$ cat config.mk
export PLATFORM = sky130hd
export DESIGN_NAME = isa_slave
export DESIGN_NICKNAME = d
export VERILOG_FILES = /design/src/isa_pkg.sv /design/src/isa_fifo.sv /design/src/isa_slave.sv
export SDC_FILE = /design/constraint.sdc
export NUM_CORES = 1
export LEC_CHECK = 0
export ABC_AREA = 1
export BUFFER_PORTS_ARGS = -buffer_cell sky130_fd_sc_hd__buf_2
export CORE_UTILIZATION = 50
export DETAILED_ROUTE_END_ITERATION = 6
export PLACE_DENSITY = 0.71
export SLEW_MARGIN = 20
export SYNTH_ARGS = -nofsm -noshare
export SYNTH_HDL_FRONTEND = slang
export SYNTH_SLANG_ARGS = --single-unit
$ cat constraint.sdc
create_clock -name ref_clk -period 4.7 [get_ports ref_clk]
set_input_delay 0.94 -clock ref_clk [delete_from_list [all_inputs] [get_ports ref_clk]]
set_output_delay 0.94 -clock ref_clk [all_outputs]
set_load 0.05 [all_outputs]
$ cat src/isa_pkg.sv
/*
  Package for the two-wire slave address and acknowledge block: mode codes, field
  layouts, reset values, timing and the carrier structs.
  Assumes a single 20 MHz system clock and no register bus.
*/
// What this block does
// ninth clock pulse of every byte is the acknowledge slot, receiver pulls data low
// the byte's transmitter releases the data line during the acknowledge slot
// acknowledge sampled in the slot is stored in the acknowledge status bit
// both hold enables set: acknowledge comes from software acknowledge data bit
// both hold enables clear: hardware generates the acknowledge itself
// no acknowledge to data bytes when buffer full or receive overflow is already set
// on each byte from Start until a mismatch, ack time flag sets after eighth falling clock edge
// ack time flag works only with either hold enable set
// mode select picks four slave modes, 7-bit and 10-bit variants
// start/stop modes also raise the irq flag on Start, Restart, Stop
// first byte after Start compared with address; 7-bit write match loads buffer, interrupts
// 7-bit or 10-bit high byte mismatch skips to the next Start or Stop silently, no flag or interrupt; the ack time flag still sets with a hold enable set
// address mask register shapes which addresses match
// 7-bit mode ignores the read/write bit in the comparison
// 10-bit high byte compared with 11110, A9, A8, 0 from address bits 2:1
// after acking 10-bit high byte, set update flag, stretch clock until rewrite
// low byte compares all eight bits; irq and update flag set, stretch regardless
// software write to address register clears the update flag
// 10-bit read only after full write match then Restart with high byte read
// buffer write during a bus sequence sets write collision, write discarded
// writes to control two low five bits ignored until Start completes
// software acknowledge: data bit zero pulls line low, one releases it
// clock stretch ends and clock is released once address register is written
package isa_pkg;

  // mode select codes, 7-bit and 10-bit, with and without start/stop interrupts
  localparam logic [3:0] ISA_MODE_7   = 4'h6;
  localparam logic [3:0] ISA_MODE_10  = 4'h7;
  localparam logic [3:0] ISA_MODE_7S  = 4'he;
  localparam logic [3:0] ISA_MODE_10S = 4'hf;

  // 10-bit high byte pattern and field positions
  localparam logic [4:0] ISA_TEN_HDR  = 5'h1e;
  localparam int         ISA_A9_POS   = 2;
  localparam int         ISA_A8_POS   = 1;
  localparam int         ISA_CTL2_LOW = 5;

  // reset values
  localparam logic [7:0] ISA_ADDR_RST = 8'h00;
  localparam logic [7:0] ISA_MASK_RST = 8'hff;
  localparam logic [7:0] ISA_BYTE_RST = 8'h00;

  // bits in a byte and FIFO depth
  localparam int         ISA_BITS     = 8;
  localparam int         ISA_FIFO_DEP = 8;

  // start hold time before a Start counts as complete
  localparam int ISA_CLK_HZ       = 20_000_000;
  localparam int ISA_START_HOLD_NS = 600;
  localparam int ISA_START_CYC =
    (ISA_START_HOLD_NS * (ISA_CLK_HZ / 1_000_000) + 999) / 1000;

  // status carried out of the block
  typedef struct packed {
    logic ack_status_bit;
    logic ack_time_flag;
    logic address_update_flag;
    logic write_collision_flag;
    logic buffer_full_flag;
    logic receive_overflow_flag;
    logic serial_port_irq_flag;
    logic start_seen;
    logic stop_seen;
    logic read_req;
  } isa_status_t;

  // software control bits
  typedef struct packed {
    logic       address_hold_enable;
    logic       data_hold_enable;
    logic       ack_data_bit;
    logic [3:0] port_mode_select;
  } isa_ctrl_t;

endpackage

$ cat src/isa_fifo.sv
/*
  Small synchronous FIFO with valid/ready on both sides.
  Assumes one clock and an active-low asynchronous reset.
*/
`timescale 1ns/1ps
`default_nettype none
module isa_fifo #(
  parameter int WIDTH = 8,
  parameter int DEPTH = 8
) (
  input  wire logic             ref_clk,
  input  wire logic             rst_n,
  input  wire logic             in_valid,
  output logic                  in_ready,
  input  wire logic [WIDTH-1:0] in_data,
  output logic                  out_valid,
  input  wire logic             out_ready,
  output logic      [WIDTH-1:0] out_data
);
  localparam int AW = $clog2(DEPTH);

  logic [WIDTH-1:0] mem_r [DEPTH];
  logic [AW-1:0]    wp_r;
  logic [AW-1:0]    rp_r;
  logic [AW:0]      cnt_r;
  logic             push;
  logic             pop;

  // --------------------------------------------------------------
  // flags
  // --------------------------------------------------------------
  assign in_ready  = (cnt_r < (AW+1)'(DEPTH));
  assign out_valid = (cnt_r != '0);
  assign push      = in_valid && in_ready;
  assign pop       = out_valid && out_ready;
  assign out_data  = mem_r[rp_r];

  // storage is written only on accepted pushes
  always_ff @(posedge ref_clk) begin
    if (push) begin
      mem_r[wp_r] <= in_data;
    end
  end

  // pointers and fill count
  always_ff @(posedge ref_clk or negedge rst_n) begin
    if (!rst_n) begin
      wp_r  <= '0;
      rp_r  <= '0;
      cnt_r <= '0;
    end else begin
      if (push) begin
        wp_r <= (wp_r == AW'(DEPTH - 1)) ? '0 : wp_r + 1'b1;
      end
      if (pop) begin
        rp_r <= (rp_r == AW'(DEPTH - 1)) ? '0 : rp_r + 1'b1;
      end
      cnt_r <= cnt_r + (AW+1)'(push) - (AW+1)'(pop);
    end
  end
endmodule
`default_nettype wire

$ cat src/isa_slave.sv
/*
  Two-wire slave address match and acknowledge logic with clock stretching,
  write collision guard and a received-byte FIFO toward software.
  Assumes the bus clock and data come from another domain and are synchronised here;
  software writes arrive as one-cycle strobes on ref_clk.
*/
`timescale 1ns/1ps
`default_nettype none
module isa_slave
  import isa_pkg::*;
#(
  parameter int FIFO_W = ISA_BITS,
  parameter int FIFO_D = ISA_FIFO_DEP
) (
  input  wire logic        ref_clk,
  input  wire logic        rst_n,
  input  wire logic        scl_i,
  output logic             scl_o,
  output logic             scl_oe,
  input  wire logic        sda_i,
  output logic             sda_o,
  output logic             sda_oe,
  input  wire isa_ctrl_t   ctrl,
  input  wire logic        addr_wr,
  input  wire logic [7:0]  addr_wdata,
  input  wire logic        mask_wr,
  input  wire logic [7:0]  mask_wdata,
  input  wire logic        buf_wr,
  input  wire logic [7:0]  buf_wdata,
  input  wire logic        ctl2_wr,
  input  wire logic [7:0]  ctl2_wdata,
  input  wire logic        irq_clr,
  input  wire logic        write_collision_flag_clr,
  input  wire logic        ov_clr,
  output logic      [7:0]  ctl2_low,
  output logic      [7:0]  tx_byte,
  output logic             rx_valid,
  input  wire logic        rx_ready,
  output logic      [7:0]  rx_data,
  output isa_status_t      status
);

  // --------------------------------------------------------------
  // state
  // --------------------------------------------------------------
  typedef enum logic [4:0] {
    ISA_IDLE = 5'b00001,
    ISA_ADR  = 5'b00010,
    ISA_LOW  = 5'b00100,
    ISA_DATA = 5'b01000,
    ISA_SKIP = 5'b10000
  } isa_state_t;

  isa_state_t state_r;
  logic [1:0] scl_s_r;
  logic [1:0] sda_s_r;
  logic       scl_d_r;
  logic       sda_d_r;
  logic [7:0] addr_r;
  logic [7:0] mask_r;
  logic [7:0] shift_r;
  logic [3:0] bit_r;
  logic       rw_r;
  logic       ten_ok_r;
  logic       ack_slot_r;
  logic       ack_drive_r;
  logic       stretch_r;
  logic       write_collision_flag_r;
  logic       ov_r;
  logic       bf_r;
  logic       irq_r;
  logic       ack_status_bit_r;
  logic       ack_time_flag_r;
  logic       ua_r;
  logic       low_r;
  logic       push_r;
  logic [7:0] push_d_r;
  logic [7:0] txb_r;
  logic [7:0] ctl2_r;
  logic [$clog2(ISA_START_CYC+1):0] st_cnt_r;
  logic       fifo_in_ready;

  logic scl_rise;
  logic scl_fall;
  logic start_c;
  logic stop_c;
  logic ten_mode;
  logic ss_mode;
  logic hold_any;
  logic sw_ack;
  logic busy;
  logic byte_done;

  // match under mask; the mask bit at one means the address bit must agree
  function automatic logic adr_hit(input logic [7:0] rx, input logic [7:0] ad,
                                   input logic [7:0] mk, input logic [7:0] care);
    adr_hit = (((rx ^ ad) & mk & care) == 8'h00);
  endfunction

  // --------------------------------------------------------------
  // bus input synchronisers and edge detection
  // --------------------------------------------------------------
  // two stages first; edges are found on the second stage only
  always_ff @(posedge ref_clk or negedge rst_n) begin
    if (!rst_n) begin
      scl_s_r <= 2'h3;
      sda_s_r <= 2'h3;
      scl_d_r <= 1'b1;
      sda_d_r <= 1'b1;
    end else begin
      scl_s_r <= {scl_s_r[0], scl_i};
      sda_s_r <= {sda_s_r[0], sda_i};
      scl_d_r <= scl_s_r[1];
      sda_d_r <= sda_s_r[1];
    end
  end

  assign scl_rise  = scl_s_r[1] && !scl_d_r;
  assign scl_fall  = !scl_s_r[1] && scl_d_r;
  assign start_c   = scl_s_r[1] && scl_d_r && sda_d_r && !sda_s_r[1];
  assign stop_c    = scl_s_r[1] && scl_d_r && !sda_d_r && sda_s_r[1];
  assign ten_mode  = (ctrl.port_mode_select == ISA_MODE_10) ||
                     (ctrl.port_mode_select == ISA_MODE_10S);
  assign ss_mode   = (ctrl.port_mode_select == ISA_MODE_7S) ||
                     (ctrl.port_mode_select == ISA_MODE_10S);
  assign hold_any  = ctrl.address_hold_enable || ctrl.data_hold_enable;
  assign sw_ack    = ctrl.address_hold_enable && ctrl.data_hold_enable;
  assign busy      = (state_r != ISA_IDLE) || (st_cnt_r != '0);
  assign byte_done = scl_fall && (bit_r == 4'(ISA_BITS - 1));

  // --------------------------------------------------------------
  // software registers
  // --------------------------------------------------------------
  // address and mask; an address write also ends any stretch
  always_ff @(posedge ref_clk or negedge rst_n) begin
    if (!rst_n) begin
      addr_r <= ISA_ADDR_RST;
      mask_r <= ISA_MASK_RST;
    end else begin
      if (addr_wr) begin
        addr_r <= addr_wdata;
      end
      if (mask_wr) begin
        mask_r <= mask_wdata;
      end
    end
  end

  // Start completes after a short hold; writes to control two low bits are dropped until then
  always_ff @(posedge ref_clk or negedge rst_n) begin
    if (!rst_n) begin
      st_cnt_r <= '0;
      ctl2_r   <= ISA_BYTE_RST;
    end else begin
      if (start_c) begin
        st_cnt_r <= ($bits(st_cnt_r))'(ISA_START_CYC);
      end else if (st_cnt_r != '0) begin
        st_cnt_r <= st_cnt_r - 1'b1;
      end
      if (ctl2_wr) begin
        ctl2_r[7:ISA_CTL2_LOW] <= ctl2_wdata[7:ISA_CTL2_LOW];
        if (st_cnt_r == '0 && !start_c) begin
          ctl2_r[ISA_CTL2_LOW-1:0] <= ctl2_wdata[ISA_CTL2_LOW-1:0];
        end
      end
    end
  end

  // outgoing buffer: a write while the bus is busy is dropped and flagged
  always_ff @(posedge ref_clk or negedge rst_n) begin
    if (!rst_n) begin
      txb_r  <= ISA_BYTE_RST;
      write_collision_flag_r <= 1'b0;
    end else begin
      if (buf_wr && !busy) begin
        txb_r <= buf_wdata;
      end
      // set beats clear in the same cycle
      if (buf_wr && busy) begin
        write_collision_flag_r <= 1'b1;
      end else if (write_collision_flag_clr) begin
        write_collision_flag_r <= 1'b0;
      end
    end
  end

  // --------------------------------------------------------------
  // byte engine
  // --------------------------------------------------------------
  // bit counter runs 0..7; ack_slot_r marks the ninth, acknowledge pulse
  always_ff @(posedge ref_clk or negedge rst_n) begin
    if (!rst_n) begin
      state_r     <= ISA_IDLE;
      shift_r     <= ISA_BYTE_RST;
      bit_r       <= '0;
      rw_r        <= 1'b0;
      ten_ok_r    <= 1'b0;
      ack_slot_r  <= 1'b0;
      ack_drive_r <= 1'b0;
      push_r      <= 1'b0;
      push_d_r    <= ISA_BYTE_RST;
    end else begin
      push_r <= 1'b0;
      if (start_c) begin
        state_r    <= ISA_ADR;
        bit_r      <= '1;  // the clock fall that ends the Start wraps this to zero
        ack_slot_r <= 1'b0;
        ack_drive_r <= 1'b0;
      end else if (stop_c) begin
        state_r     <= ISA_IDLE;
        ten_ok_r    <= 1'b0;
        ack_slot_r  <= 1'b0;
        ack_drive_r <= 1'b0;
      end else begin
        case (state_r)
          ISA_IDLE: begin
            bit_r <= '0;
          end
          ISA_ADR, ISA_LOW, ISA_DATA: begin
            if (scl_rise && !ack_slot_r) begin
              shift_r <= {shift_r[6:0], sda_s_r[1]};
            end
            if (scl_fall && ack_slot_r) begin
              // end of the ninth pulse: release the line, next byte
              ack_slot_r  <= 1'b0;
              ack_drive_r <= 1'b0;
              bit_r       <= '0;
            end else if (byte_done) begin
              bit_r      <= '0;
              ack_slot_r <= 1'b1;
              if (state_r == ISA_ADR && !ten_mode) begin
                rw_r <= shift_r[0];
                if (adr_hit(shift_r, addr_r, mask_r, 8'hfe)) begin
                  ack_drive_r <= sw_ack ? !ctrl.ack_data_bit : 1'b1;
                  push_r      <= !shift_r[0];
                  push_d_r    <= shift_r;
                  state_r     <= ISA_DATA;
                end else begin
                  state_r <= ISA_SKIP;
                end
              end else if (state_r == ISA_ADR) begin
                rw_r <= shift_r[0];
                if (shift_r[7:3] == ISA_TEN_HDR &&
                    shift_r[2:1] == {addr_r[ISA_A9_POS], addr_r[ISA_A8_POS]} &&
                    (!shift_r[0] || ten_ok_r)) begin
                  ack_drive_r <= sw_ack ? !ctrl.ack_data_bit : 1'b1;
                  state_r     <= shift_r[0] ? ISA_DATA : ISA_LOW;
                end else begin
                  state_r <= ISA_SKIP;
                end
              end else if (state_r == ISA_LOW) begin
                // all eight bits compared; the result decides the next state
                if (adr_hit(shift_r, addr_r, mask_r, 8'hff)) begin
                  ack_drive_r <= sw_ack ? !ctrl.ack_data_bit : 1'b1;
                  ten_ok_r    <= 1'b1;
                  push_r      <= 1'b1;
                  push_d_r    <= shift_r;
                  state_r     <= ISA_DATA;
                end else begin
                  state_r <= ISA_SKIP;
                end
              end else if (!rw_r) begin
                // received data: no ack when full or overflowed
                ack_drive_r <= (bf_r || ov_r) ? 1'b0 :
                               (sw_ack ? !ctrl.ack_data_bit : 1'b1);
                push_r      <= !(bf_r || ov_r);
                push_d_r    <= shift_r;
              end
            end else if (scl_fall) begin
              bit_r <= bit_r + 1'b1;
            end
          end
          ISA_SKIP: begin
            bit_r <= '0;
          end
          default: begin
            state_r <= ISA_IDLE;
          end
        endcase
      end
    end
  end

  // --------------------------------------------------------------
  // status flags
  // --------------------------------------------------------------
  // acknowledge status: sampled on the ninth rising edge while reading out
  always_ff @(posedge ref_clk or negedge rst_n) begin
    if (!rst_n) begin
      ack_status_bit_r <= 1'b0;
      ack_time_flag_r  <= 1'b0;
    end else begin
      if (ack_slot_r && scl_rise && state_r == ISA_DATA && rw_r) begin
        ack_status_bit_r <= sda_s_r[1];
      end
      if (byte_done && state_r != ISA_SKIP && state_r != ISA_IDLE && hold_any) begin
        ack_time_flag_r <= 1'b1;
      end else if (ack_slot_r && scl_fall || !hold_any) begin
        ack_time_flag_r <= 1'b0;
      end
    end
  end

  // update flag and stretch; an address write ends both, a new event wins
  always_ff @(posedge ref_clk or negedge rst_n) begin
    if (!rst_n) begin
      ua_r      <= 1'b0;
      stretch_r <= 1'b0;
      low_r     <= 1'b0;
    end else begin
      // both halves set it after their ninth pulse, which is never held itself
      if (ack_slot_r && scl_fall && ten_mode && (state_r == ISA_LOW || low_r)) begin
        ua_r      <= 1'b1;
        stretch_r <= 1'b1;
      end else if (addr_wr) begin
        ua_r      <= 1'b0;
        stretch_r <= 1'b0;
      end
      // marks that the running slot follows the low address half, matched or not
      if (byte_done && state_r == ISA_LOW) begin
        low_r <= 1'b1;
      end else if (scl_fall) begin
        low_r <= 1'b0;
      end
    end
  end

  // interrupt and overflow flags; set beats clear
  always_ff @(posedge ref_clk or negedge rst_n) begin
    if (!rst_n) begin
      irq_r <= 1'b0;
      ov_r  <= 1'b0;
    end else begin
      if (push_r || (byte_done && state_r == ISA_LOW) ||
          (ss_mode && (start_c || stop_c))) begin
        irq_r <= 1'b1;
      end else if (irq_clr) begin
        irq_r <= 1'b0;
      end
      if (byte_done && state_r == ISA_DATA && !rw_r && bf_r) begin
        ov_r <= 1'b1;
      end else if (ov_clr) begin
        ov_r <= 1'b0;
      end
    end
  end

  // --------------------------------------------------------------
  // received bytes toward software
  // --------------------------------------------------------------
  // full flag mirrors back-pressure: software not draining stops data byte acks
  assign bf_r = !fifo_in_ready;

  isa_fifo #(
    .WIDTH (FIFO_W),
    .DEPTH (FIFO_D)
  ) u_fifo (
    .ref_clk   (ref_clk),
    .rst_n     (rst_n),
    .in_valid  (push_r),
    .in_ready  (fifo_in_ready),
    .in_data   (push_d_r),
    .out_valid (rx_valid),
    .out_ready (rx_ready),
    .out_data  (rx_data)
  );

  // --------------------------------------------------------------
  // pins and outputs
  // --------------------------------------------------------------
  // open drain: both pins only ever pull low
  assign sda_o    = 1'b0;
  assign sda_oe   = ack_slot_r && ack_drive_r;
  assign scl_o    = 1'b0;
  assign scl_oe   = stretch_r && !scl_s_r[1];
  assign ctl2_low = ctl2_r;
  assign tx_byte  = txb_r;

  assign status.ack_status_bit        = ack_status_bit_r;
  assign status.ack_time_flag         = ack_time_flag_r;
  assign status.address_update_flag   = ua_r;
  assign status.write_collision_flag  = write_collision_flag_r;
  assign status.buffer_full_flag      = bf_r;
  assign status.receive_overflow_flag = ov_r;
  assign status.serial_port_irq_flag  = irq_r;
  assign status.start_seen            = st_cnt_r != '0;
  assign status.stop_seen             = state_r == ISA_IDLE;
  assign status.read_req              = rw_r && state_r == ISA_DATA;

endmodule
`default_nettype wire

==> metrics.log <==
INFO  metric outcome = completed
INFO  metric combPwrFrac = roughly 34%
INFO  metric critical_path.endpoint_type = primary output
INFO  metric final_critical_path_setup_slack = 1.447 ns
INFO  metric worst_skew_pair.late_latency = 0.42 ns
INFO  metric synth_sequential_area_ratio = about three fifths
INFO  metric grt_setup_unrepaired = false
INFO  metric synth.area.top_cells = edfxtp_1 28%, dfrtp_1 27%, nand2_1 6.5%
INFO  metric final_common_cell = nand2_1
INFO  metric cts_inserted_buffers = 17
INFO  metric path_clk_slew = approximately 0.06 ns
INFO  metric final_net_count = between 800 and 900
INFO  metric synth_async_sr_flop_share = about three fifths
INFO  metric first_pass_iters = 4
INFO  metric pin_count = 90
INFO  metric worst_margin_slew = 0.9173 ns
INFO  metric sw_frac_of_total = a little under two fifths
INFO  metric cts_tree = built
INFO  metric grt_use_met3 = 4.310%
INFO  metric placement.setup.worst_slack = slightly below 2 ns
INFO  metric final_min_period_over_clock_period = about 69%
INFO  metric gr_util_met2 = 31.90%
INFO  metric layout-area-overhead-vs-synth = 17.01%
INFO  metric floorplan.initialDensity = roughly half
INFO  metric power.share.sequential = around 36%
INFO  metric synth.avg_cell_area = between 10 and 15 um^2
INFO  metric ff2ff_setup_slack = ~2.5 ns
INFO  metric drc_errors = 0
INFO  metric timing.max_cap.violations = 0
INFO  metric report.final.hold_viol_count = 0
INFO  metric clock_power_share = slightly below 30%
INFO  metric track_usage = 20.94%
INFO  metric post_layout_inst_area = a little over 8000 um^2
INFO  metric via_count = just under 5,000
INFO  metric timing.clock.skew = a little under 0.01 ns
INFO  metric clock_tree.root_cell = clkbuf_16
INFO  metric layout_min_cycle_time = 3.253 ns
INFO  metric final_core_utilization = 60.37%
INFO  metric timing.final.setup_violations = 0
INFO  metric cts-htree-levels = 4
INFO  metric fin_tns_setup = 0 ns
INFO  metric critical_path_peak_fanout = 18
INFO  metric worstHoldPathCells = 0
INFO  metric hpwl = approximately 9700 um
INFO  metric maxSlewHeadroom = about 39%
INFO  metric antenna_violating_nets_left = 0
INFO  metric grt_antenna_before_repair = 0
INFO  metric intPower = 2.887 mW
INFO  metric drt-initial-drc-count = just over 400
INFO  metric worst-endpoint-required = ~3.8 ns
INFO  metric leading_cell_types_in_the_layout_fill_and_taps_excluded = 119 x nand2_1, 95 x nor2_1, 86 x buf_2
INFO  metric die_height = 119.4 um
INFO  metric postCtsSetupRepairBufs = 0
INFO  metric launching_point_of_the_worst_reg2reg_path = u_fifo.cnt_r[3]$_DFF_PN0_
INFO  metric grt_max_degree = 50
INFO  metric grt_busiest_layer = met2
INFO  metric holdWs = between 0.3 and 0.4 ns
INFO  metric num_antenna_cells = 0
INFO  metric warnings_synthesis = 0
INFO  metric vias_in_the_first_global_route = approximately 4,800
INFO  metric grt_overflow_total = 0
INFO  metric clock_sinks = roughly 150
INFO  metric synth_seq_cells = about 150
INFO  metric cts_max_path_buffers = 2
INFO  metric floorplan.die.width = around 120 um
INFO  metric timing.critical_path.arrival = approximately 2.3 ns
INFO  metric hp-class = reg2reg
INFO  metric cts_resized = 0
INFO  metric powerDensity = approximately 580 nW/um^2
INFO  metric grt_first_pass_wirelength = between 20,000 and 25,000 um
INFO  metric rr_worst_depth = 11
INFO  metric core.rowCount = 42
INFO  metric routedWlPerCell = roughly 14 um
INFO  metric gp_congestion = just under 0.9
INFO  metric synth_enable_flop_cells = 64
INFO  metric detail_route.vias_per_cell = 5.196
INFO  metric post_dp_cell_area = about 7400 um^2
INFO  metric reg2reg_to = u_fifo.cnt_r[1]$_DFF_PN0_
INFO  metric worst_setup_path_startpoint = u_fifo.rp_r[1]$_DFFE_PN0P_
INFO  metric crit_path_end = rx_data[2]
INFO  metric ctsHoldBuffers = 0
INFO  metric synth_top_area_share = 27.91%
INFO  metric layout-drive-gt1-share = between 20% and 30%
INFO  metric drt-total-wl = approximately 14,000 um
INFO  metric power.switching = around 1.8 mW
INFO  metric floorplan.die_area = roughly 14,000 um^2
INFO  metric post_synthesis_instance_area = 6887 um^2
INFO  metric criticalPathCategory = reg2out
INFO  metric synth.lib_cells_used.distinct = 40
INFO  metric grt_util_met1 = roughly 29%
INFO  metric syn-instance-count = slightly below 700
INFO  metric number_of_buffers_inserted_by_port_buffering = a little under 90
INFO  metric max-vdd-ir-drop = about 0.46 mV
INFO  metric leakage = approximately 3.6 nW
INFO  metric ys_dominant_reg_cell = dfrtp_1
INFO  metric slew_viol_final = 0
INFO  metric achievable-frequency = slightly above 0.3 GHz
INFO  metric critPathLaunchType = flop
INFO  metric core_area = about 13,000 um^2
INFO  metric synth_largest_area_cell = edfxtp_1
-- how the worst min path moves through the flow --
stage / from / end
after floorplan: scl_s_r[0]$_DFF_PN1_ / scl_s_r[1]$_DFF_PN1_
after global placement: scl_s_r[0]$_DFF_PN1_ / scl_s_r[1]$_DFF_PN1_
after detailed placement: scl_s_r[0]$_DFF_PN1_ / scl_s_r[1]$_DFF_PN1_
after CTS: sda_s_r[0]$_DFF_PN1_ / sda_s_r[1]$_DFF_PN1_
after global routing: scl_s_r[0]$_DFF_PN1_ / scl_s_r[1]$_DFF_PN1_
final: scl_s_r[0]$_DFF_PN1_ / scl_s_r[1]$_DFF_PN1_
-- registers in the layout, indices dropped and copies added (netlist names), 4 cells and up --
register and cells:
u_fifo.mem_r 64, addr_r 8, ctl2_low 8, mask_r 8
push_d_r 8, shift_r 8, tx_byte 8, st_cnt_r 5
state_r 5, bit_r 4, u_fifo.cnt_r 4
-- kinds of logic after synthesis --
family	Yosys count	share of synthesized area, %
AOI/OAI and AO/OA	111	8.939
muxes	24	3.924
other	1	0.05445
DFF	154	60.88
xor gates and xnor gates	3	0.3816
buffers and inverters	95	5.687
adders and majority gates	13	2.471
and+or+nand+nor	275	17.66
-- worst max-delay path, stage by stage (launching register included) --
cell and delay [ns]:
dfrtp_1 0.55, inv_1 0.49, o21ai_0 0.18, o22ai_1 0.14
nor2_1 0.05, a31oi_1 0.19, buf_2 0.29
-- cells in the mapped netlist, types with 3 or more instances --
| cell | count |
|---|---|
| nand3_2 | 3 |
| nand4_1 | 15 |
| edfxtp_1 | 64 |
| dfrtp_1 | 75 |
| nor2_1 | 95 |
| nor2_4 | 4 |
| a31oi_1 | 10 |
| o22ai_1 | 9 |
| ha_1 | 12 |
| nor3_1 | 3 |
| nand2_1 | 119 |
| dfstp_2 | 15 |
| a21oi_1 | 15 |
| clkbuf_1 | 12 |
| inv_1 | 71 |
| buf_4 | 9 |
| o21ai_0 | 69 |
| nand3_1 | 27 |
| mux2_2 | 24 |
-- power groups by stage --
stage / Clock (mW) / Sequential [mW] / Combinational, mW
6_report: 1.40 / 1.70 / 1.58
5_1_grt: 1.48 / 1.73 / 1.74
4_1_cts: 1.42 / 1.70 / 1.59
3_5_place_dp: 0 / 1.73 / 1.58
3_3_place_gp: 0 / 1.72 / 1.52
2_1_floorplan: 0 / 1.90 / 1.04
-- metrics by stage --
step           std cells  power [mW]
2_1_floorplan        677       2.938
3_3_place_gp         920       3.240
3_5_place_dp         920       3.304
4_1_cts              952       4.712
5_1_grt              952       4.942
6_report             952       4.686
-- layer usage --
layer | routed length, um | vias to the layer above
li1 | - | 2443
met1 | 6446 | 2346
met2 | 6523 | 130
met3 | 476 | 28
met4 | 317 | 0
met5 | 0 | -
-- final cells by class --
type	count	area, um^2
clock buffers	19	442.9
clock inverters	13	168.9
fillers	1126	5290
inverters	73	274.0
multi-input cells	428	2306
flip-flops and latches	154	4193
well taps	176	220.2
repair buffers	89	452.9
No activity file was read; power rests on OpenSTA's default activity.
